File: src/rtl/sar_timing_pkg.sv
// Timing constants, tables and state types for the conversion and readout block
package sar_timing_pkg;
	localparam int CLK_NS = 8;                     // 125 MHz system clock period
	localparam int RES_W = 16;                     // Result width
	localparam int FIFO_DEPTH = 16;                // Result buffer depth
	localparam int CNT_W = 8;                      // Serial timer width
	localparam int TCNT_W = 11;                    // Conversion timer width

	// Least time rounds up to whole cycles
	function automatic int cyc_up(input int ns);
		return (ns + CLK_NS - 1) / CLK_NS;
	endfunction

	// Longest time rounds down, never below one cycle
	function automatic int cyc_dn(input int ns);
		return (ns / CLK_NS < 1) ? 1 : ns / CLK_NS;
	endfunction

	// Conversion phase
	localparam int BUSY_RISE_MAX_NS = 35;
	localparam int BUSY_MAX_NS = 1450;
	localparam int PAR_VALID_MAX_NS = 1410;
	localparam int DATA_VALID_NS = 1300;
	localparam int DATA_VALID_CYC = cyc_dn(DATA_VALID_NS);
	localparam int DATA_TO_BUSY_NS = 20;
	localparam int DATA_TO_BUSY_CYC = cyc_up(DATA_TO_BUSY_NS);
	localparam int BUSY_END_CYC = DATA_VALID_CYC + 1 + DATA_TO_BUSY_CYC;

	// Master serial frame placement
	localparam int SYNC_RDC_NS = 560;
	localparam int SYNC_RDC_CYC = cyc_dn(SYNC_RDC_NS);
	localparam int SYNC_RAC_NS = 1310;
	localparam int SYNC_RAC_CYC = cyc_dn(SYNC_RAC_NS);
	localparam int SYNC_TO_BUSY_NS = 25;
	localparam int SYNC_TO_BUSY_CYC = cyc_dn(SYNC_TO_BUSY_NS);

	// Per divider code: clock high half, lead and trail minimums
	localparam int SCLK_HIGH_NS [4] = '{15, 30, 60, 120};
	localparam int LEAD_NS [4] = '{3, 20, 20, 20};
	localparam int TRAIL_NS [4] = '{5, 7, 35, 90};
	localparam int SCLK_PERIOD_MIN_NS [4] = '{30, 60, 120, 240};
	localparam int SCLK_PERIOD_MAX_NS [4] = '{45, 90, 180, 360};
	localparam int RAC_BUSY_MAX_NS [4] = '{2250, 3000, 4400, 7300};

	// Pin bundle positions after synchronising
	localparam int PIN_W = 7;
	localparam int P_DIV0 = 0;
	localparam int P_DIV1 = 1;
	localparam int P_RAC = 2;
	localparam int P_MASTER = 3;
	localparam int P_SERIAL = 4;
	localparam int P_CNV = 5;
	localparam int P_SCLK = 6;
	localparam logic [PIN_W-1:0] PIN_RESET = 7'h20; // Convert start idles high, host clock low

	typedef enum logic [1:0] {CONV_IDLE, CONV_RUN, CONV_WAIT_FRAME} conv_state_e;
	typedef enum logic [2:0] {SER_IDLE, SER_LEAD, SER_SHIFT, SER_TRAIL, SER_TAIL} ser_state_e;
endpackage

File: src/rtl/result_fifo_if.sv
// Valid/ready carrier between the converter control and its result buffer
`timescale 1ns/10ps
interface result_fifo_if #(parameter int WIDTH = 16);
	logic [WIDTH-1:0] push_data;
	logic             push_valid;
	logic             push_ready;
	logic [WIDTH-1:0] pop_data;
	logic             pop_valid;
	logic             pop_ready;

	modport buffer (input push_data, input push_valid, output push_ready,
		output pop_data, output pop_valid, input pop_ready);
	modport user (output push_data, output push_valid, input push_ready,
		input pop_data, input pop_valid, output pop_ready);
endinterface

File: src/rtl/result_fifo.sv
// Result buffer with valid and ready on both sides
`timescale 1ns/10ps
module result_fifo #(
	parameter int WIDTH = 16,
	parameter int DEPTH = 16
) (
	input  wire logic     clk_sys,
	input  wire logic     rst_n,
	result_fifo_if.buffer port
);
	localparam int AW = $clog2(DEPTH);

	logic [WIDTH-1:0] mem [DEPTH];
	logic [AW-1:0]    wr_ptr;
	logic [AW-1:0]    rd_ptr;
	logic [AW:0]      count;
	logic [AW-1:0]    next_wr_ptr;
	logic [AW-1:0]    next_rd_ptr;
	logic [AW:0]      next_count;
	logic             do_push;
	logic             do_pop;

	// Honest full and empty from the occupancy count
	assign port.push_ready = (count != (AW+1)'(DEPTH));
	assign port.pop_valid  = (count != '0);
	assign port.pop_data   = mem[rd_ptr];

	// Pointer and count update
	always_comb begin
		do_push = port.push_valid && port.push_ready;
		do_pop  = port.pop_valid && port.pop_ready;
		next_wr_ptr = do_push ? ((wr_ptr == AW'(DEPTH - 1)) ? '0 : wr_ptr + 1'b1) : wr_ptr;
		next_rd_ptr = do_pop ? ((rd_ptr == AW'(DEPTH - 1)) ? '0 : rd_ptr + 1'b1) : rd_ptr;
		next_count = count;
		if (do_push && !do_pop) begin
			next_count = count + 1'b1;
		end else if (do_pop && !do_push) begin
			next_count = count - 1'b1;
		end
	end

	always_ff @(posedge clk_sys or negedge rst_n) begin
		if (!rst_n) begin
			wr_ptr <= '0;
			rd_ptr <= '0;
			count  <= '0;
		end else begin
			wr_ptr <= next_wr_ptr;
			rd_ptr <= next_rd_ptr;
			count  <= next_count;
		end
	end

	// Storage has no reset
	always_ff @(posedge clk_sys) begin
		if (do_push) begin
			mem[wr_ptr] <= port.push_data;
		end
	end
endmodule

File: src/rtl/sar_conversion_readout.sv
// Conversion sequencing and parallel/serial result readout of a 16-bit SAR converter
// What this block does
// - Busy rises within 35 ns of convert start falling.
// - Busy lasts at most 1.45 us except master serial read-after-convert.
// - Parallel result valid on bus within 1.41 us of convert start.
// - Parallel result valid at least 20 ns before busy falls.
// - Master read-during-convert: frame marker about 560 ns after convert start.
// - Master read-after-convert: frame marker about 1.31 us after convert start.
// - Read-after-convert: busy held until frame ends, drops about 25 ns later.
// - Serial clock minimum period 30, 60, 120, 240 ns per divider code.
// - Serial clock maximum period 45, 90, 180, 360 ns per divider code.
// - Serial clock high at least 15, 30, 60, 120 ns per code.
// - Read-after-convert busy max 2.25, 3.00, 4.40, 7.30 us per code.
// - First clock edge 3 ns after frame marker, 20 ns for other codes.
// - Frame marker held after last edge, 5 to 90 ns per code.
// - Chip select low drives serial data within 10 ns in master mode.
// - Chip select low drives serial clock within 10 ns in master mode.
// - Chip select high releases data, marker and clock within 10 ns.
// - Slave mode shifts next bit on each host clock active edge.
// - Each result available when its conversion ends unless the buffer is full (then dropped, overrun set), no pipeline latency.
`timescale 1ns/10ps
module sar_conversion_readout
	import sar_timing_pkg::*;
(
	input  wire logic             clk_sys,
	input  wire logic             rst_n,
	input  wire logic             convert_start_n,
	input  wire logic             chip_select_n,
	input  wire logic             interface_mode_select,
	input  wire logic             serial_master_select,
	input  wire logic             read_after_convert,
	input  wire logic [1:0]       serial_clock_divider_select,
	input  wire logic [RES_W-1:0] conversion_code,
	output logic                  busy,
	output logic [RES_W-1:0]      data_bus,
	output logic                  data_bus_oe_n,
	output logic                  serial_data_output,
	output logic                  serial_data_output_oe_n,
	output logic                  frame_sync,
	output logic                  frame_sync_oe_n,
	input  wire logic             serial_data_clock_in,
	output logic                  serial_data_clock_out,
	output logic                  serial_data_clock_oe_n,
	output logic                  result_overrun
);
	// Pin synchroniser and stable copies
	logic [PIN_W-1:0] pin_s1;
	logic [PIN_W-1:0] pin_s2;
	logic [PIN_W-1:0] pin_s3;
	logic [PIN_W-1:0] pins;
	logic [PIN_W-1:0] next_pins;
	logic             cnv_fall;
	logic             sclk_fall;
	logic [1:0]       div_code;
	logic             serial_mode;
	logic             master_mode;
	logic             rac_mode;

	// Conversion sequencer state
	conv_state_e      conv_state;
	conv_state_e      next_conv_state;
	logic [TCNT_W-1:0] t_cnt;
	logic [TCNT_W-1:0] next_t_cnt;
	logic             busy_q;
	logic             next_busy_q;
	logic             next_result_overrun;
	logic [RES_W-1:0] next_data_bus;

	// Serial engine state
	ser_state_e       ser_state;
	ser_state_e       next_ser_state;
	logic [RES_W-1:0] shifter;
	logic [RES_W-1:0] next_shifter;
	logic [4:0]       bit_cnt;
	logic [4:0]       next_bit_cnt;
	logic [CNT_W-1:0] div_cnt;
	logic [CNT_W-1:0] next_div_cnt;
	logic             next_sclk;
	logic             next_sync;
	logic             div_tick;
	logic             frame_start;
	logic             slave_pop;

	result_fifo_if #(.WIDTH(RES_W)) fifo ();

	result_fifo #(
		.WIDTH(RES_W),
		.DEPTH(FIFO_DEPTH)
	) u_fifo (
		.clk_sys(clk_sys),
		.rst_n  (rst_n),
		.port   (fifo.buffer)
	);

	// Divider tables turned into cycle counts
	function automatic logic [CNT_W-1:0] half_cyc(input logic [1:0] code);
		return CNT_W'(cyc_up(SCLK_HIGH_NS[code]));
	endfunction
	function automatic logic [CNT_W-1:0] lead_cyc(input logic [1:0] code);
		return CNT_W'(cyc_up(LEAD_NS[code]));
	endfunction
	function automatic logic [CNT_W-1:0] trail_cyc(input logic [1:0] code);
		return CNT_W'(cyc_up(TRAIL_NS[code]));
	endfunction

	// Three-stage pin synchroniser, a change counts when stages two and three agree
	always_comb begin
		next_pins = (~(pin_s2 ^ pin_s3) & pin_s3) | ((pin_s2 ^ pin_s3) & pins);
	end

	always_ff @(posedge clk_sys or negedge rst_n) begin
		if (!rst_n) begin
			pin_s1 <= PIN_RESET;
			pin_s2 <= PIN_RESET;
			pin_s3 <= PIN_RESET;
			pins   <= PIN_RESET;
		end else begin
			pin_s1 <= {serial_data_clock_in, convert_start_n, interface_mode_select,
				serial_master_select, read_after_convert, serial_clock_divider_select};
			pin_s2 <= pin_s1;
			pin_s3 <= pin_s2;
			pins   <= next_pins;
		end
	end

	// Mode decode and edge detection
	assign div_code    = {pins[P_DIV1], pins[P_DIV0]};
	assign serial_mode = pins[P_SERIAL];
	assign master_mode = pins[P_MASTER];
	assign rac_mode    = pins[P_RAC];
	assign cnv_fall    = pins[P_CNV] && !next_pins[P_CNV];
	assign sclk_fall   = pins[P_SCLK] && !next_pins[P_SCLK];

	// Busy goes high combinationally on the detected edge
	assign busy = busy_q || (cnv_fall && conv_state == CONV_IDLE);

	// Pin drivers follow chip select directly to meet the enable delays
	assign serial_data_output_oe_n = chip_select_n || !serial_mode;
	assign serial_data_clock_oe_n  = chip_select_n || !serial_mode || !master_mode;
	assign frame_sync_oe_n         = chip_select_n || !serial_mode || !master_mode;
	assign data_bus_oe_n           = chip_select_n || serial_mode;
	assign serial_data_output      = shifter[RES_W-1];

	// Conversion sequencer: busy, result capture and parallel bus
	always_comb begin
		next_conv_state     = conv_state;
		next_t_cnt          = t_cnt;
		next_busy_q         = busy_q;
		next_result_overrun = result_overrun;
		next_data_bus       = data_bus;
		fifo.push_valid     = 1'b0;
		fifo.push_data      = conversion_code;
		unique case (conv_state)
			CONV_IDLE: begin
				if (cnv_fall) begin
					next_conv_state = CONV_RUN;
					next_t_cnt      = '0;
					next_busy_q     = 1'b1;
				end
			end
			CONV_RUN: begin
				next_t_cnt = t_cnt + 1'b1;
				if (t_cnt == TCNT_W'(DATA_VALID_CYC)) begin
					fifo.push_valid = 1'b1;
					if (!fifo.push_ready) begin
						next_result_overrun = 1'b1;
					end
				end
				if (t_cnt == TCNT_W'(BUSY_END_CYC)) begin
					if (serial_mode && master_mode && rac_mode && ser_state != SER_IDLE) begin
						next_conv_state = CONV_WAIT_FRAME;
					end else begin
						next_conv_state = CONV_IDLE;
						next_busy_q     = 1'b0;
					end
				end
			end
			CONV_WAIT_FRAME: begin
				if (ser_state == SER_IDLE) begin
					next_conv_state = CONV_IDLE;
					next_busy_q     = 1'b0;
				end
			end
		endcase
		// Parallel mode drains the buffer straight onto the bus
		fifo.pop_ready = 1'b0;
		if (!serial_mode && fifo.pop_valid) begin
			fifo.pop_ready = 1'b1;
			next_data_bus  = fifo.pop_data;
		end else if (frame_start || slave_pop) begin
			fifo.pop_ready = 1'b1;
		end
	end

	always_ff @(posedge clk_sys or negedge rst_n) begin
		if (!rst_n) begin
			conv_state     <= CONV_IDLE;
			t_cnt          <= '0;
			busy_q         <= 1'b0;
			result_overrun <= 1'b0;
			data_bus       <= '0;
		end else begin
			conv_state     <= next_conv_state;
			t_cnt          <= next_t_cnt;
			busy_q         <= next_busy_q;
			result_overrun <= next_result_overrun;
			data_bus       <= next_data_bus;
		end
	end

	// Frame start point depends on read-during or read-after convert
	always_comb begin
		frame_start = 1'b0;
		if (serial_mode && master_mode && conv_state == CONV_RUN && ser_state == SER_IDLE
			&& fifo.pop_valid) begin
			if (rac_mode) begin
				frame_start = (t_cnt == TCNT_W'(SYNC_RAC_CYC));
			end else begin
				frame_start = (t_cnt == TCNT_W'(SYNC_RDC_CYC));
			end
		end
	end

	assign div_tick = (div_cnt == CNT_W'(1));

	// Serial engine: master frames and slave shifting
	always_comb begin
		next_ser_state = ser_state;
		next_shifter   = shifter;
		next_bit_cnt   = bit_cnt;
		next_div_cnt   = (div_cnt > CNT_W'(1)) ? div_cnt - 1'b1 : div_cnt;
		next_sclk      = serial_data_clock_out;
		next_sync      = frame_sync;
		unique case (ser_state)
			SER_IDLE: begin
				if (frame_start) begin
					next_shifter   = fifo.pop_data;
					next_sync      = 1'b1;
					next_div_cnt   = lead_cyc(div_code);
					next_ser_state = SER_LEAD;
				end else if (serial_mode && !master_mode) begin
					if (slave_pop) begin
						next_shifter = fifo.pop_data;
						next_bit_cnt = 5'h10;
					end else if (bit_cnt != '0 && sclk_fall) begin
						next_shifter = {shifter[RES_W-2:0], 1'b0};
						next_bit_cnt = bit_cnt - 1'b1;
					end
				end
			end
			SER_LEAD: begin
				if (div_tick) begin
					next_sclk      = 1'b1;
					next_bit_cnt   = '0;
					next_div_cnt   = half_cyc(div_code);
					next_ser_state = SER_SHIFT;
				end
			end
			SER_SHIFT: begin
				if (div_tick) begin
					next_div_cnt = half_cyc(div_code);
					if (serial_data_clock_out) begin
						next_sclk    = 1'b0;
						next_shifter = {shifter[RES_W-2:0], 1'b0};
						next_bit_cnt = bit_cnt + 1'b1;
						if (bit_cnt == 5'h0F) begin
							next_div_cnt   = trail_cyc(div_code);
							next_ser_state = SER_TRAIL;
						end
					end else begin
						next_sclk = 1'b1;
					end
				end
			end
			SER_TRAIL: begin
				if (div_tick) begin
					next_sync      = 1'b0;
					next_bit_cnt   = '0;
					next_div_cnt   = CNT_W'(SYNC_TO_BUSY_CYC);
					next_ser_state = SER_TAIL;
				end
			end
			SER_TAIL: begin
				if (div_tick) begin
					next_ser_state = SER_IDLE;
				end
			end
			default: begin
				next_ser_state = SER_IDLE;
			end
		endcase
	end

	// Serial engine registers
	always_ff @(posedge clk_sys or negedge rst_n) begin
		if (!rst_n) begin
			ser_state             <= SER_IDLE;
			shifter               <= '0;
			bit_cnt               <= '0;
			div_cnt               <= '0;
			serial_data_clock_out <= 1'b0;
			frame_sync            <= 1'b0;
		end else begin
			ser_state             <= next_ser_state;
			shifter               <= next_shifter;
			bit_cnt               <= next_bit_cnt;
			div_cnt               <= next_div_cnt;
			serial_data_clock_out <= next_sclk;
			frame_sync            <= next_sync;
		end
	end

	// Slave loading pops the buffer once the shifter has run empty
	assign slave_pop = serial_mode && !master_mode && ser_state == SER_IDLE
		&& bit_cnt == '0 && fifo.pop_valid;
endmodule

File: config.mk
export PLATFORM = sky130hd
export DESIGN_NAME = sar_conversion_readout
export DESIGN_NICKNAME = d
export VERILOG_FILES = /design/src/rtl/sar_timing_pkg.sv /design/src/rtl/result_fifo_if.sv /design/src/rtl/result_fifo.sv /design/src/rtl/sar_conversion_readout.sv
export SDC_FILE = /design/constraint.sdc
export NUM_CORES = 1
export LEC_CHECK = 0
export ABC_AREA = 1
export BUFFER_PORTS_ARGS = -buffer_cell sky130_fd_sc_hd__buf_4
export CAP_MARGIN = 25
export CORE_MARGIN = 3
export CORE_UTILIZATION = 37
export DETAILED_ROUTE_END_ITERATION = 8
export SKIP_LAST_GASP = 1
export SLEW_MARGIN = 5
export SYNTH_ARGS = -nofsm -noshare
export SYNTH_HDL_FRONTEND = slang
export SYNTH_SLANG_ARGS = --single-unit
File: constraint.sdc
create_clock -name clk_sys -period 4 [get_ports clk_sys]
set_input_delay 0.4 -clock clk_sys [delete_from_list [all_inputs] [get_ports clk_sys]]
set_output_delay 0.4 -clock clk_sys [all_outputs]
set_load 0.005 [all_outputs]
Word-level counts from Yosys, hierarchy flattened
Memories as Yosys holds them, arrays and structs flattened.
Cells that the tools add are included.
{"block": "word_totals", "elab_cells": 206, "n_memories": 1, "ff_bits": 106, "ramBits": 256, "out_inout_bits": 25}
{"block": "op_classes", "bitwise": 10, "n_reduce_logical": 55, "addsub": 17, "n_lt_le_gt_ge": 2, "mux": 71, "n_eq_ne": 32}
{"name": "u_fifo.mem", "words": 16, "width": 16, "rd": 1, "rd_clocked_by_memory_dff": 0, "write_ports": 1, "line": "result_fifo.sv:13", "source": "logic [WIDTH-1:0] mem [DEPTH];"}
{"op": "$bmux 32 s2", "n": 3}
{"op": "$mux 32", "n": 6}
{"op": "$add 32x5->32 const B", "n": 3}
{"op": "$mux 16", "n": 6}
{"op": "$sub 32x2->32 const B", "n": 3}
{"op": "$mux 8", "n": 7}
{"op": "$mux 5", "n": 9}
{"op": "$eq 11x8->1 const B", "n": 3}
{"op": "$pmux 16 s2", "n": 1}
{"op": "$pmux 8 s4", "n": 1}
{"op": "$ne 2x2->1 const B", "n": 13}
{"op": "$add 8x1->8", "n": 3}
{"op": "$pmux 11 s2", "n": 1}
{"op": "$mux 3", "n": 7}
{"op": "$logic_and 1x1->1", "n": 19}
{"op": "$mux 1", "n": 17}
{"op": "$pmux 3 s5", "n": 1}
{"op": "$pmux 5 s3", "n": 1}
{"op": "$and 7x7->7", "n": 2}
{"op": "$reduce_and 7->1", "n": 2}
{"op": "$reduce_and 3->1", "n": 4}
{"op": "$add 11x1->11 const B", "n": 1}
{"op": "$eq 11x7->1 const B", "n": 1}
{"op": "$mux 11", "n": 1}
{"op": "other kinds (42)", "n": 72}

Logic depth before layout (Yosys ltp)
Gate-level depths: netlist (run 1).
{"block": "depth", "word_depth": 13, "ltp_mapped": 20, "ltp_nobuf": 19}

By module
Synthesis (run 1) repeated with hierarchy kept, for this count alone.
{"block": "unflattened", "hier_cells": 1777, "area_unflattened_um2": 16882.4}
{"mod": "result_fifo", "n_inst": 1, "seq_area_each_um2": 8012.7, "cells_each": 1127, "area_each_um2": 11598.6}
{"mod": "sar_conversion_readout", "n_inst": 1, "seq_area_each_um2": 2332.2, "cells_each": 650, "area_each_um2": 5283.8}

Least setup slack after synthesis (run 1)
OpenSTA, ideal clock, no wires.
{"block": "synth_path", "path_kind": "register -> register", "startpoint": "register conv_state[1]", "endpoint": "register u_fifo.count[4]", "path_slack_ns": 1.330, "t_required_ns": 3.877, "synth_period_minus_slack_ns": 2.670, "setup_ns": 0.123, "path_buffers": 1, "path_stages_with_launch": 19, "arrival_ns": 2.547, "path_cell_list": "dfrtp_1 -> inv_1 -> ha_1 -> nand3_1 -> nor2_1 -> inv_1 -> nor2_1 -> nand2_1 -> buf_4 -> nand3_2 -> inv_1 -> ha_1 -> inv_1 -> ha_1 -> nand2_1 -> a21oi_1 -> o21ai_0 -> nand3_1 -> xor2_1"}
{"block": "synth_between", "elab_chain_len": 12, "elab_cells_between_ends": 17}
{"element": "start: declaration", "line": "sar_conversion_readout.sv:60", "source": "conv_state_e conv_state;"}
{"element": "start signal: assignment", "line": "sar_conversion_readout.sv:203", "source": "conv_state <= next_conv_state;"}
{"element": "$eq 2x1->1 (*)", "line": "sar_conversion_readout.sv:153, sar_conversion_readout.sv:214"}
{"element": "$logic_and 1x1->1 (2 in series)", "line": "sar_conversion_readout.sv:214", "source": "if (serial_mode && master_mode && conv_state == CONV_RUN && ser_state == SER_IDLE"}
{"element": "$logic_and 1x1->1", "line": "sar_conversion_readout.sv:215", "source": "&& fifo.pop_valid) begin"}
{"element": "$mux 1", "line": "sar_conversion_readout.sv:214"}
{"element": "$logic_or 1x1->1", "line": "sar_conversion_readout.sv:190", "source": "end else if (frame_start || slave_pop) begin"}
{"element": "$mux 1", "line": "sar_conversion_readout.sv:190"}
{"element": "$mux 1", "line": "sar_conversion_readout.sv:187", "source": "if (!serial_mode && fifo.pop_valid) begin"}
{"element": "$logic_and 1x1->1", "line": "result_fifo.sv:31", "source": "do_pop = port.pop_valid && port.pop_ready;"}
{"element": "$logic_not 1->1", "line": "result_fifo.sv:35", "source": "if (do_push && !do_pop) begin"}
{"element": "$logic_and 1x1->1", "line": "result_fifo.sv:35"}
{"element": "$mux 5 or $reduce_bool 2->1 (tied branches)"}
{"element": "end signal: assignment", "line": "result_fifo.sv:50", "source": "count <= next_count;"}
{"element": "end: declaration", "line": "result_fifo.sv:16", "source": "logic [AW:0] count;"}
Every way passes the cells marked *; elsewhere a longest branch is shown, timed or not.
A chain may end at the register's enable or synchronous reset.

Worst setup path after layout (run 1)
{"block": "layout_path", "startpoint": "register bit_cnt[0]", "endpoint": "register u_fifo.count[3]"}
{"block": "layout_between", "elab_chain_len": 10, "elab_cells_between_ends": 12}
{"element": "start: declaration", "line": "sar_conversion_readout.sv:74", "source": "logic [4:0] bit_cnt;"}
{"element": "start signal: assignment", "line": "sar_conversion_readout.sv:306", "source": "bit_cnt <= next_bit_cnt;"}
{"element": "$logic_not 5->1 (*)", "line": "sar_conversion_readout.sv:315", "source": "&& bit_cnt == '0 && fifo.pop_valid;"}
{"element": "$logic_and 1x1->1 (*) (2 in series)", "line": "sar_conversion_readout.sv:315"}
{"element": "$logic_or 1x1->1 (*)", "line": "sar_conversion_readout.sv:190"}
{"element": "$mux 1 (*)", "line": "sar_conversion_readout.sv:190"}
{"element": "$mux 1 (*)", "line": "sar_conversion_readout.sv:187"}
{"element": "$logic_and 1x1->1 (*)", "line": "result_fifo.sv:31"}
{"element": "$logic_not 1->1", "line": "result_fifo.sv:35"}
{"element": "$logic_and 1x1->1", "line": "result_fifo.sv:35"}
{"element": "$mux 5 or $reduce_bool 2->1 (tied branches)"}
Marks and branches as above.

==> impl_metrics.prom, run 1 <==
# TYPE chip_impl_metric gauge
chip_impl_info{name="outcome",value="complete, no violations"} 1
chip_impl_metric{name="grt_use_total",unit="%"} 17.2
chip_impl_metric{name="power_frac_comb",unit="%"} 4.3
chip_impl_metric{name="final_min_period_over_clock_period",unit="%"} 79.0
chip_impl_metric{name="post_synth_fa_ha_maj_area_fraction",unit="%"} 2.43
chip_impl_info{name="largest_family_of_logic_cells_by_synthesized_area",value="simple AND/OR/NAND/NOR gates"} 1
chip_impl_metric{name="tightest_slew",unit="ps"} 1010
chip_impl_metric{name="count_of_distinct_cell_types_in_the_synthesized_netlist",unit=""} 46
chip_impl_metric{name="critical-path-max-stage-delay",unit="ps"} 420
chip_impl_info{name="crit_path_start",value="bit_cnt[0]"} 1
chip_impl_metric{name="longest_clk_path_bufs",unit=""} 3
chip_impl_metric{name="die_h",unit="um"} 218
chip_impl_metric{name="remaining_drc_errors",unit=""} 0
chip_impl_metric{name="multiplexer_share_of_the_synthesized_area",unit="%"} 0.0676
chip_impl_info{name="crit_path_start_kind",value="flop"} 1
chip_impl_metric{name="seq_area_frac_synth",unit="%"} 62.1
chip_impl_metric{name="postSynthAreaPerCell",unit="sq um"} 9.66
chip_impl_metric{name="p_sw",unit="mW"} 1.77
chip_impl_metric{name="numCtsBuffers",unit=""} 40
chip_impl_metric{name="initial_standard_cell_utilization_of_the_core",unit="%"} 37.6
chip_impl_metric{name="data_required_time_at_the_worst_endpoint",unit="ps"} 4480
chip_impl_metric{name="mappedNetlistArea",unit="sq um"} 16700
chip_impl_metric{name="cp.buffers_inverters",unit=""} 5
chip_impl_metric{name="cts_repair_resize_count",unit=""} 0
chip_impl_metric{name="finalWorstPathRequiredPeriod",unit="ps"} 3160
chip_impl_metric{name="final_area",unit="sq um"} 19200
chip_impl_metric{name="slew-limit-headroom",unit="%"} 32.6
chip_impl_info{name="most_common_library_cell_in_the_layout_ignoring_fill_and_taps",value="sky130_fd_sc_hd__nand2_1"} 1
chip_impl_metric{name="vias_per_cell",unit=""} 4.84
chip_impl_metric{name="complex_gate_fraction_of_the_synthesized_area",unit="%"} 3.22
chip_impl_info{name="timing.setup.critical_path_class",value="reg2reg"} 1
chip_impl_metric{name="yosys.area.top_type_share",unit="%"} 46.1
chip_impl_info{name="crit_path_cell_trace",value="inv_1, ha_1, nand3_1, inv_1, nand3_2, nand3_2, inv_1, ha_1, inv_1, ha_1, nand2_1, inv_1, o21ai_0, nand2_1, o21ai_0, a21oi_1, a21oi_1"} 1
chip_impl_metric{name="fin_setup_tns",unit="ps"} 0
chip_impl_metric{name="die-width",unit="um"} 218
chip_impl_metric{name="synth_seq_cells",unit=""} 362
chip_impl_info{name="min_delay_startpoint",value="conversion_code[5]"} 1
chip_impl_metric{name="grt_pass1_vias",unit=""} 11253
chip_impl_metric{name="finalNetCount",unit=""} 1836
chip_impl_info{name="reg2reg_from",value="bit_cnt[0]"} 1
chip_impl_metric{name="cp_max_fo",unit=""} 23
chip_impl_metric{name="synth-edff-count",unit=""} 256
chip_impl_metric{name="grt_overflow",unit=""} 0
chip_impl_metric{name="drt.antenna.violating_nets",unit=""} 0
chip_impl_metric{name="timing.clock.skew",unit="ps"} 17.7
chip_impl_metric{name="timing.final.max_slew_violations",unit=""} 0
chip_impl_metric{name="worst_ir_drop_vdd",unit="mV"} 0.336
chip_impl_metric{name="timing.final.setup_violations",unit=""} 0
chip_impl_metric{name="clk_latency",unit="ps"} 560
chip_impl_metric{name="std_cell_rows",unit=""} 77
chip_impl_metric{name="power.density_cell_area",unit="nW/um^2"} 428
chip_impl_metric{name="cts_hold_buffers",unit=""} 8
chip_impl_metric{name="cts_setup_buffers",unit=""} 0
chip_impl_metric{name="asyncSetResetFlopFracSynth",unit="%"} 29.3
chip_impl_metric{name="drtPass1Iterations",unit=""} 5
chip_impl_metric{name="top_level_ports",unit=""} 51
chip_impl_metric{name="core_area",unit="sq um"} 44300
chip_impl_metric{name="cts-htree-levels",unit=""} 2
chip_impl_metric{name="xor_xnor_share_of_the_synthesized_area",unit="%"} 0.894
chip_impl_metric{name="globalplace.congestion",unit=""} 0.855
chip_impl_metric{name="grt_max_degree",unit=""} 161
chip_impl_info{name="worstSetupEndpointType",value="flop"} 1
chip_impl_info{name="rsz0062_at_grt",value="false"} 1
chip_impl_info{name="final_cell_mix",value="420 x sky130_fd_sc_hd__nand2_1, 288 x sky130_fd_sc_hd__inv_1, 264 x sky130_fd_sc_hd__nand3_1"} 1
chip_impl_metric{name="buffer_ports.inserted",unit=""} 50
chip_impl_info{name="worst_path_dominant_cell_family",value="simple AND/OR/NAND/NOR gates"} 1
chip_impl_metric{name="final_layout_size_suffix_gt1_share",unit="%"} 12.0
chip_impl_metric{name="cellLeakagePower",unit="nW"} 8.54
chip_impl_info{name="synth_area_leaders",value="sky130_fd_sc_hd__edfxtp_1 46%, sky130_fd_sc_hd__dfrtp_1 15%, sky130_fd_sc_hd__nand2_1 9.5%"} 1
chip_impl_metric{name="vias",unit=""} 11640
chip_impl_metric{name="placedInstanceArea",unit="sq um"} 17700
chip_impl_metric{name="cts_sinks",unit=""} 362
chip_impl_metric{name="drt-wirelength-per-cell",unit="um"} 16.9
chip_impl_info{name="synthDominantAreaCellType",value="sky130_fd_sc_hd__edfxtp_1"} 1
chip_impl_metric{name="totalWireLength",unit="um"} 40600
chip_impl_metric{name="timing_hold_violations_final",unit=""} 0
chip_impl_info{name="tritoncts",value="done"} 1
chip_impl_info{name="most_used_cell_cp",value="sky130_fd_sc_hd__inv_1"} 1
chip_impl_metric{name="yosys_warning_count",unit=""} 0
chip_impl_metric{name="register_area",unit="sq um"} 10300
chip_impl_metric{name="initial_antenna_violation_count",unit=""} 1
chip_impl_metric{name="power.share.sequential",unit="%"} 50.1
chip_impl_metric{name="design_internal_power",unit="mW"} 6.43
chip_impl_metric{name="max_clock_freq",unit="MHz"} 316
chip_impl_metric{name="clk_pin_slew",unit="ps"} 60
chip_impl_info{name="hold_path.class",value="in2reg"} 1
chip_impl_metric{name="worst_ep_arrival_time",unit="ps"} 3640
chip_impl_metric{name="timing.max_cap.violations",unit=""} 0
chip_impl_metric{name="multi_input_combinational_cell_area",unit="sq um"} 4930
chip_impl_metric{name="wire_length_of_the_first_global_routing_pass",unit="um"} 63700
chip_impl_metric{name="filler_cell_count",unit=""} 4229
chip_impl_info{name="root_buffer",value="sky130_fd_sc_hd__clkbuf_16"} 1
chip_impl_metric{name="fin_worst_hold_slack",unit="ps"} 158
chip_impl_metric{name="post_synth_inst_count",unit=""} 1724
chip_impl_metric{name="clkPwrFrac",unit="%"} 45.6
chip_impl_metric{name="drt-initial-drc-count",unit=""} 1003
chip_impl_metric{name="syn_nets",unit=""} 1777
chip_impl_info{name="synth_flop_cell",value="sky130_fd_sc_hd__edfxtp_1"} 1
chip_impl_metric{name="synthToLayoutAreaGrowth",unit="%"} 15.1
chip_impl_metric{name="swShare",unit="%"} 21.6
chip_impl_metric{name="synth_simple_gate_area_share",unit="%"} 22.7
chip_impl_info{name="critical-path-slowest-cell",value="sky130_fd_sc_hd__nand3_2"} 1
chip_impl_metric{name="full_die_area",unit="sq um"} 47600
chip_impl_metric{name="detailed_place_hpwl",unit="um"} 25700
## synthesized netlist by cell type, types with 2 or more instances
cell type                  instances
sky130_fd_sc_hd__inv_2             4
sky130_fd_sc_hd__o21ai_0          42
sky130_fd_sc_hd__clkbuf_1         24
sky130_fd_sc_hd__o21a_1            3
sky130_fd_sc_hd__edfxtp_1        256
sky130_fd_sc_hd__nor2_1           98
sky130_fd_sc_hd__inv_1           289
sky130_fd_sc_hd__dfstp_2           4
sky130_fd_sc_hd__nor2_2            4
sky130_fd_sc_hd__ha_1             26
sky130_fd_sc_hd__buf_4             3
sky130_fd_sc_hd__a22oi_1           2
sky130_fd_sc_hd__xor2_1           14
sky130_fd_sc_hd__nor3_1           12
sky130_fd_sc_hd__buf_1             9
sky130_fd_sc_hd__o31ai_1           2
sky130_fd_sc_hd__nand3_1         264
sky130_fd_sc_hd__xnor2_1           3
sky130_fd_sc_hd__nand3b_1          2
sky130_fd_sc_hd__nand3_2           5
sky130_fd_sc_hd__maj3_1            6
sky130_fd_sc_hd__nand2_1         420
sky130_fd_sc_hd__nand2_4           2
sky130_fd_sc_hd__o211ai_1          2
sky130_fd_sc_hd__dfrtp_1         102
sky130_fd_sc_hd__nand4_1           8
sky130_fd_sc_hd__buf_6             4
sky130_fd_sc_hd__buf_2            26
sky130_fd_sc_hd__or2_2            30
sky130_fd_sc_hd__nor2_4            3
sky130_fd_sc_hd__o21ai_1           2
sky130_fd_sc_hd__o22ai_1           3
sky130_fd_sc_hd__nand2_2           4
sky130_fd_sc_hd__a31oi_1          15
sky130_fd_sc_hd__a21oi_1          20
## routing by layer
metal / track usage (%) / wire length (um) / share of wire [%]
met3: 3.49 / 2610 / 6.4
met1: 24.5 / 18600 / 46
met4: 5.85 / 1260 / 3.1
met2: 26.3 / 18100 / 45
met5: 0 / 0 / 0
## power by group through the flow
stage | clock [mW] | combinational (mW) | sequential [mW]
floorplan | 0 | 0.201 | 4.17
global placement | 0 | 0.345 | 4.18
detailed placement | 0 | 0.351 | 4.18
CTS | 3.83 | 0.359 | 4.11
global route | 3.99 | 0.409 | 4.11
finish | 3.74 | 0.355 | 4.11
## kinds of logic (layout without fill, tap and decap cells)
group / Yosys count / count (layout)
AO/OA/AOI/OAI: 94 / 94
XOR/XNOR: 17 / 17
adder cells (fa/ha/maj): 33 / 33
buffers and inverters: 361 / 449
flip-flops: 362 / 362
multiplexers: 1 / 1
other: 0 / 1
AND/OR/NAND/NOR: 856 / 856
## stage by stage
stage	instances	power [mW]	utilization, %	worst slack (ps)
final	2405	8.20	43.3	840
after global routing	2404	8.51	43.3	543
after CTS	2403	8.30	43.2	877
after detailed placement	2324	4.54	40.0	894
after global placement	2324	4.53	40.0	973
after floorplan	1724	4.37	-	1330
## state kept, by name (all words and copies together) (netlist names), named ones only
signal	flops
bit_cnt	5
busy_q	1
conv_state	2
data_bus	16
div_cnt	8
frame_sync	1
pin_s1	7
pin_s2	7
pin_s3	7
pins	2
result_overrun	1
ser_state	3
serial_data_clock_out	1
shifter	16
t_cnt	11
u_fifo.count	5
u_fifo.mem	256
u_fifo.rd_ptr	4
u_fifo.wr_ptr	4
## path summary, 6_finish.rpt
kind,cells after the start,slack [ps],end
setup / recovery,17,840,u_fifo.count[3]
hold / removal,1,160,u_fifo.mem[12][5]
setup reg to reg,17,840,u_fifo.count[3]
hold reg to reg,0,350,pin_s2[6]
max in group asynchronous,3,2760,u_fifo.rd_ptr[1]
min in group asynchronous,2,350,pin_s3[1]
## layout make-up
cell class                      instances  area share (%)
Clock buffer                           56            6.29
Multi-Input combinational cell       1001            25.7
Tap cell                              592            3.86
Clock inverter                         15           0.737
Antenna cell                            1          0.0130
Timing Repair Buffer                   84            3.69
Sequential cell                       362            54.0
Inverter                              294            5.75
No activity file was read; power rests on OpenSTA's default activity.
==> inputs of run 2 (changes only) <==
ABC_AREA = 0   (was 1)
clock period = 3.1 ns   (was 4 ns; I/O delays follow)
==> impl_metrics.prom, run 2 <==
# TYPE chip_impl_metric gauge
chip_impl_info{name="outcome",value="complete, no violations"} 1
chip_impl_metric{name="core_area",unit="sq um"} 39800
chip_impl_metric{name="final_min_period_over_clock_period",unit="%"} 94.9
chip_impl_metric{name="timing.max_cap.violations",unit=""} 0
chip_impl_metric{name="vias_per_cell",unit=""} 5.19
chip_impl_metric{name="synth_simple_gate_area_share",unit="%"} 6.07
chip_impl_metric{name="clk_pin_slew",unit="ps"} 60
chip_impl_metric{name="numCtsBuffers",unit=""} 39
chip_impl_metric{name="die-width",unit="um"} 207
chip_impl_info{name="synthDominantAreaCellType",value="sky130_fd_sc_hd__edfxtp_1"} 1
chip_impl_metric{name="postSynthAreaPerCell",unit="sq um"} 16.7
chip_impl_metric{name="grt_pass1_vias",unit=""} 8427
chip_impl_info{name="timing.setup.critical_path_class",value="reg2reg"} 1
chip_impl_metric{name="timing_hold_violations_final",unit=""} 0
chip_impl_metric{name="finalWorstPathRequiredPeriod",unit="ps"} 2940
chip_impl_metric{name="worst-r2r-cell-count",unit=""} 13
chip_impl_metric{name="hold_depth",unit=""} 1
chip_impl_metric{name="seq_area_frac_synth",unit="%"} 69.2
chip_impl_metric{name="synthToLayoutAreaGrowth",unit="%"} 17.0
chip_impl_info{name="tritoncts",value="done"} 1
chip_impl_metric{name="grt_use_total",unit="%"} 15.1
chip_impl_metric{name="synth-edff-count",unit=""} 256
chip_impl_metric{name="slew-limit-headroom",unit="%"} 54.1
chip_impl_metric{name="data_required_time_at_the_worst_endpoint",unit="ps"} 3520
chip_impl_metric{name="die_h",unit="um"} 207
chip_impl_info{name="worstSetupEndpointType",value="flop"} 1
chip_impl_info{name="regMostFlops",value="u_fifo.mem"} 1
chip_impl_metric{name="multi_input_combinational_cell_area",unit="sq um"} 4390
chip_impl_metric{name="drtPass1Iterations",unit=""} 5
chip_impl_metric{name="largest_register_ff_count",unit=""} 256
chip_impl_metric{name="full_die_area",unit="sq um"} 42800
chip_impl_info{name="synth_flop_cell",value="sky130_fd_sc_hd__edfxtp_1"} 1
chip_impl_metric{name="remaining_drc_errors",unit=""} 0
chip_impl_metric{name="xor_xnor_share_of_the_synthesized_area",unit="%"} 1.17
chip_impl_metric{name="yosys_warning_count",unit=""} 0
chip_impl_metric{name="power.density_cell_area",unit="nW/um^2"} 570
chip_impl_metric{name="worst_ep_arrival_time",unit="ps"} 3360
chip_impl_metric{name="post_synth_fa_ha_maj_area_fraction",unit="%"} 2.78
chip_impl_metric{name="final_standard_cell_utilization_of_the_core",unit="%"} 43.9
chip_impl_metric{name="cts-htree-levels",unit=""} 2
chip_impl_metric{name="detailed_place_hpwl",unit="um"} 19100
chip_impl_info{name="synthMostInstantiatedCell",value="sky130_fd_sc_hd__edfxtp_1"} 1
chip_impl_metric{name="final_layout_size_suffix_gt1_share",unit="%"} 28.5
chip_impl_info{name="reg_top3",value="u_fifo.mem x256, data_bus x16, shifter x16"} 1
chip_impl_metric{name="cts_sinks",unit=""} 362
chip_impl_metric{name="max_clock_freq",unit="MHz"} 340
chip_impl_info{name="crit_path_start_kind",value="flop"} 1
chip_impl_metric{name="vias",unit=""} 8053
chip_impl_metric{name="power",unit="mW"} 9.97
chip_impl_metric{name="yosys.area.top_type_share",unit="%"} 51.4
chip_impl_info{name="largest_family_of_logic_cells_by_synthesized_area",value="multiplexers"} 1
chip_impl_metric{name="postLayoutSetupSlackWorst",unit="ps"} 158
chip_impl_metric{name="cp_max_fo",unit=""} 4
chip_impl_metric{name="synth_seq_cells",unit=""} 362
chip_impl_metric{name="tightest_slew",unit="ps"} 688
chip_impl_metric{name="antennaDiodeCount",unit=""} 0
chip_impl_metric{name="filler_cell_count",unit=""} 3562
chip_impl_metric{name="drt.antenna.violating_nets",unit=""} 0
chip_impl_info{name="synth_area_leaders",value="sky130_fd_sc_hd__edfxtp_1 51%, sky130_fd_sc_hd__dfrtp_1 17%, sky130_fd_sc_hd__mux4_2 9.6%"} 1
chip_impl_metric{name="totalWireLength",unit="um"} 31700
chip_impl_metric{name="post_synth_inst_count",unit=""} 894
chip_impl_metric{name="grt_max_degree",unit=""} 55
chip_impl_metric{name="drt-wirelength-per-cell",unit="um"} 20.4
chip_impl_metric{name="timing.clock.skew",unit="ps"} 22.4
chip_impl_metric{name="drt-initial-drc-count",unit=""} 535
chip_impl_metric{name="complex_gate_fraction_of_the_synthesized_area",unit="%"} 6.49
chip_impl_info{name="netlist_top_cells_count",value="256 x sky130_fd_sc_hd__edfxtp_1, 102 x sky130_fd_sc_hd__dfrtp_1, 65 x sky130_fd_sc_hd__nand2_1, 64 x sky130_fd_sc_hd__mux4_2, 41 x sky130_fd_sc_hd__nor2_1"} 1
chip_impl_metric{name="worst_ir_drop_vdd",unit="mV"} 0.342
chip_impl_metric{name="count_of_distinct_cell_types_in_the_synthesized_netlist",unit=""} 76
chip_impl_metric{name="place.detailed.instances",unit=""} 1473
chip_impl_metric{name="multiplexer_share_of_the_synthesized_area",unit="%"} 12.4
chip_impl_metric{name="buffer_ports.inserted",unit=""} 50
chip_impl_metric{name="post-place-ws",unit="ps"} 122
chip_impl_info{name="final_cell_mix",value="256 x sky130_fd_sc_hd__edfxtp_1, 100 x sky130_fd_sc_hd__dfrtp_1, 90 x sky130_fd_sc_hd__buf_4"} 1
chip_impl_info{name="root_buffer",value="sky130_fd_sc_hd__clkbuf_16"} 1
chip_impl_metric{name="globalplace.congestion",unit=""} 0.763
chip_impl_metric{name="top_level_ports",unit=""} 51
chip_impl_metric{name="register_area",unit="sq um"} 10300
chip_impl_metric{name="clk_latency",unit="ps"} 560
chip_impl_metric{name="initial_antenna_violation_count",unit=""} 1
chip_impl_info{name="most_common_library_cell_in_the_layout_ignoring_fill_and_taps",value="sky130_fd_sc_hd__edfxtp_1"} 1
chip_impl_metric{name="finalNonFillerCells",unit=""} 1552
chip_impl_metric{name="wire_length_of_the_first_global_routing_pass",unit="um"} 50400
chip_impl_metric{name="syn_nets",unit=""} 947
chip_impl_metric{name="mappedNetlistArea",unit="sq um"} 14900
chip_impl_metric{name="initial_standard_cell_utilization_of_the_core",unit="%"} 37.5
chip_impl_metric{name="cellLeakagePower",unit="nW"} 6.23
chip_impl_metric{name="std_cell_rows",unit=""} 73
chip_impl_metric{name="timing.final.max_slew_violations",unit=""} 0
chip_impl_metric{name="longest_clk_path_bufs",unit=""} 3
chip_impl_info{name="hold_path.class",value="in2reg"} 1
chip_impl_metric{name="grt_overflow",unit=""} 0
chip_impl_metric{name="timing.final.setup_violations",unit=""} 0
chip_impl_metric{name="asyncSetResetFlopFracSynth",unit="%"} 29.3
chip_impl_metric{name="finalNetCount",unit=""} 1051
chip_impl_metric{name="fin_worst_hold_slack",unit="ps"} 50.9
run 2: changes by cell type after synthesis, sizes merged, moves of 23 or more:
cell | previous run | this run
a22oi | 2 | 32
buf | 42 | 19
inv | 293 | 18
mux4 | 0 | 64
nand2 | 426 | 65
nand3 | 270 | 8
nor2 | 106 | 43
or2 | 31 | 4
run 2: where the power goes:
| part | internal [mW] | leakage [nW] | switching (mW) |
|---|---|---|---|
| sequential | 5.25 | 3.70 | 0.0664 |
| clock | 2.41 | 0.576 | 1.89 |
| combinational | 0.151 | 1.96 | 0.206 |
run 2: layout make-up:
| type | count | share of cell area [%] |
|---|---|---|
| sequential | 362 | 59.2 |
| multi-input combinational | 474 | 25.1 |
| clock buffer | 48 | 5.78 |
| timing repair buffer | 103 | 4.90 |
| tap | 525 | 3.76 |
| clock inverter | 22 | 0.895 |
| inverter | 18 | 0.386 |
run 2: metrics by stage:
step                      cell area (sq um)  TNS [ps]
after floorplan                       15000         0
after global placement                16200         0
after detailed placement              16200         0
after CTS                             17500         0
after global routing                  17500    -0.989
final                                 17500         0
run 2: routing by layer:
| layer | vias to the layer above | global-route usage, % | share of wire [%] |
|---|---|---|---|
| met4 | 2 | 3.28 | 1.6 |
| met3 | 42 | 3.60 | 5.3 |
| met1 | 4133 | 20.7 | 44 |
| met2 | 177 | 24.6 | 49 |
| met5 | - | 0 | 0.028 |
| li1 | 3699 | - | - |
run 2: worst paths after layout:
path / startpoint / to / slack, ps
setup / recovery: t_cnt[4] / u_fifo.count[4] / 160
hold / removal: conversion_code[15] / u_fifo.mem[5][15] / 50
setup reg to reg: t_cnt[4] / u_fifo.count[4] / 160
hold reg to reg: pin_s1[6] / pin_s2[6] / 350
max in group asynchronous: rst_n / shifter[10] / 2030
min in group asynchronous: rst_n / busy_q / 350
run 2: worst max-delay path, stage by stage (launching register included):
cell and delay (ps):
sky130_fd_sc_hd__dfrtp_1 390, sky130_fd_sc_hd__or4_4 560, sky130_fd_sc_hd__nor2_2 130, sky130_fd_sc_hd__o211ai_1 150, sky130_fd_sc_hd__a21oi_2 240, sky130_fd_sc_hd__nor2_4 70, sky130_fd_sc_hd__ha_1 230, sky130_fd_sc_hd__inv_2 100
sky130_fd_sc_hd__ha_1 270, sky130_fd_sc_hd__a21o_1 190, sky130_fd_sc_hd__a21oi_1 170, sky130_fd_sc_hd__xnor2_1 140, sky130_fd_sc_hd__nor2_1 60, sky130_fd_sc_hd__xor2_1 140
run 2: cell families (layout without fill, tap and decap cells):
logic type | after synthesis | after routing
fa+ha+maj | 34 | 34
simple gates | 182 | 182
flops | 362 | 362
buf+inv | 58 | 191
compound gates | 135 | 135
xor+xnor | 20 | 20
mux | 103 | 103
run 2: what timing repair did:
item | CTS | global route
setup endpoints to repair | 0 | 1
endpoints found under the hold margin | 56 | 0
buffers inserted | 0 | 1
hold buffers | 8 | 0
resized for setup | 0 | 3
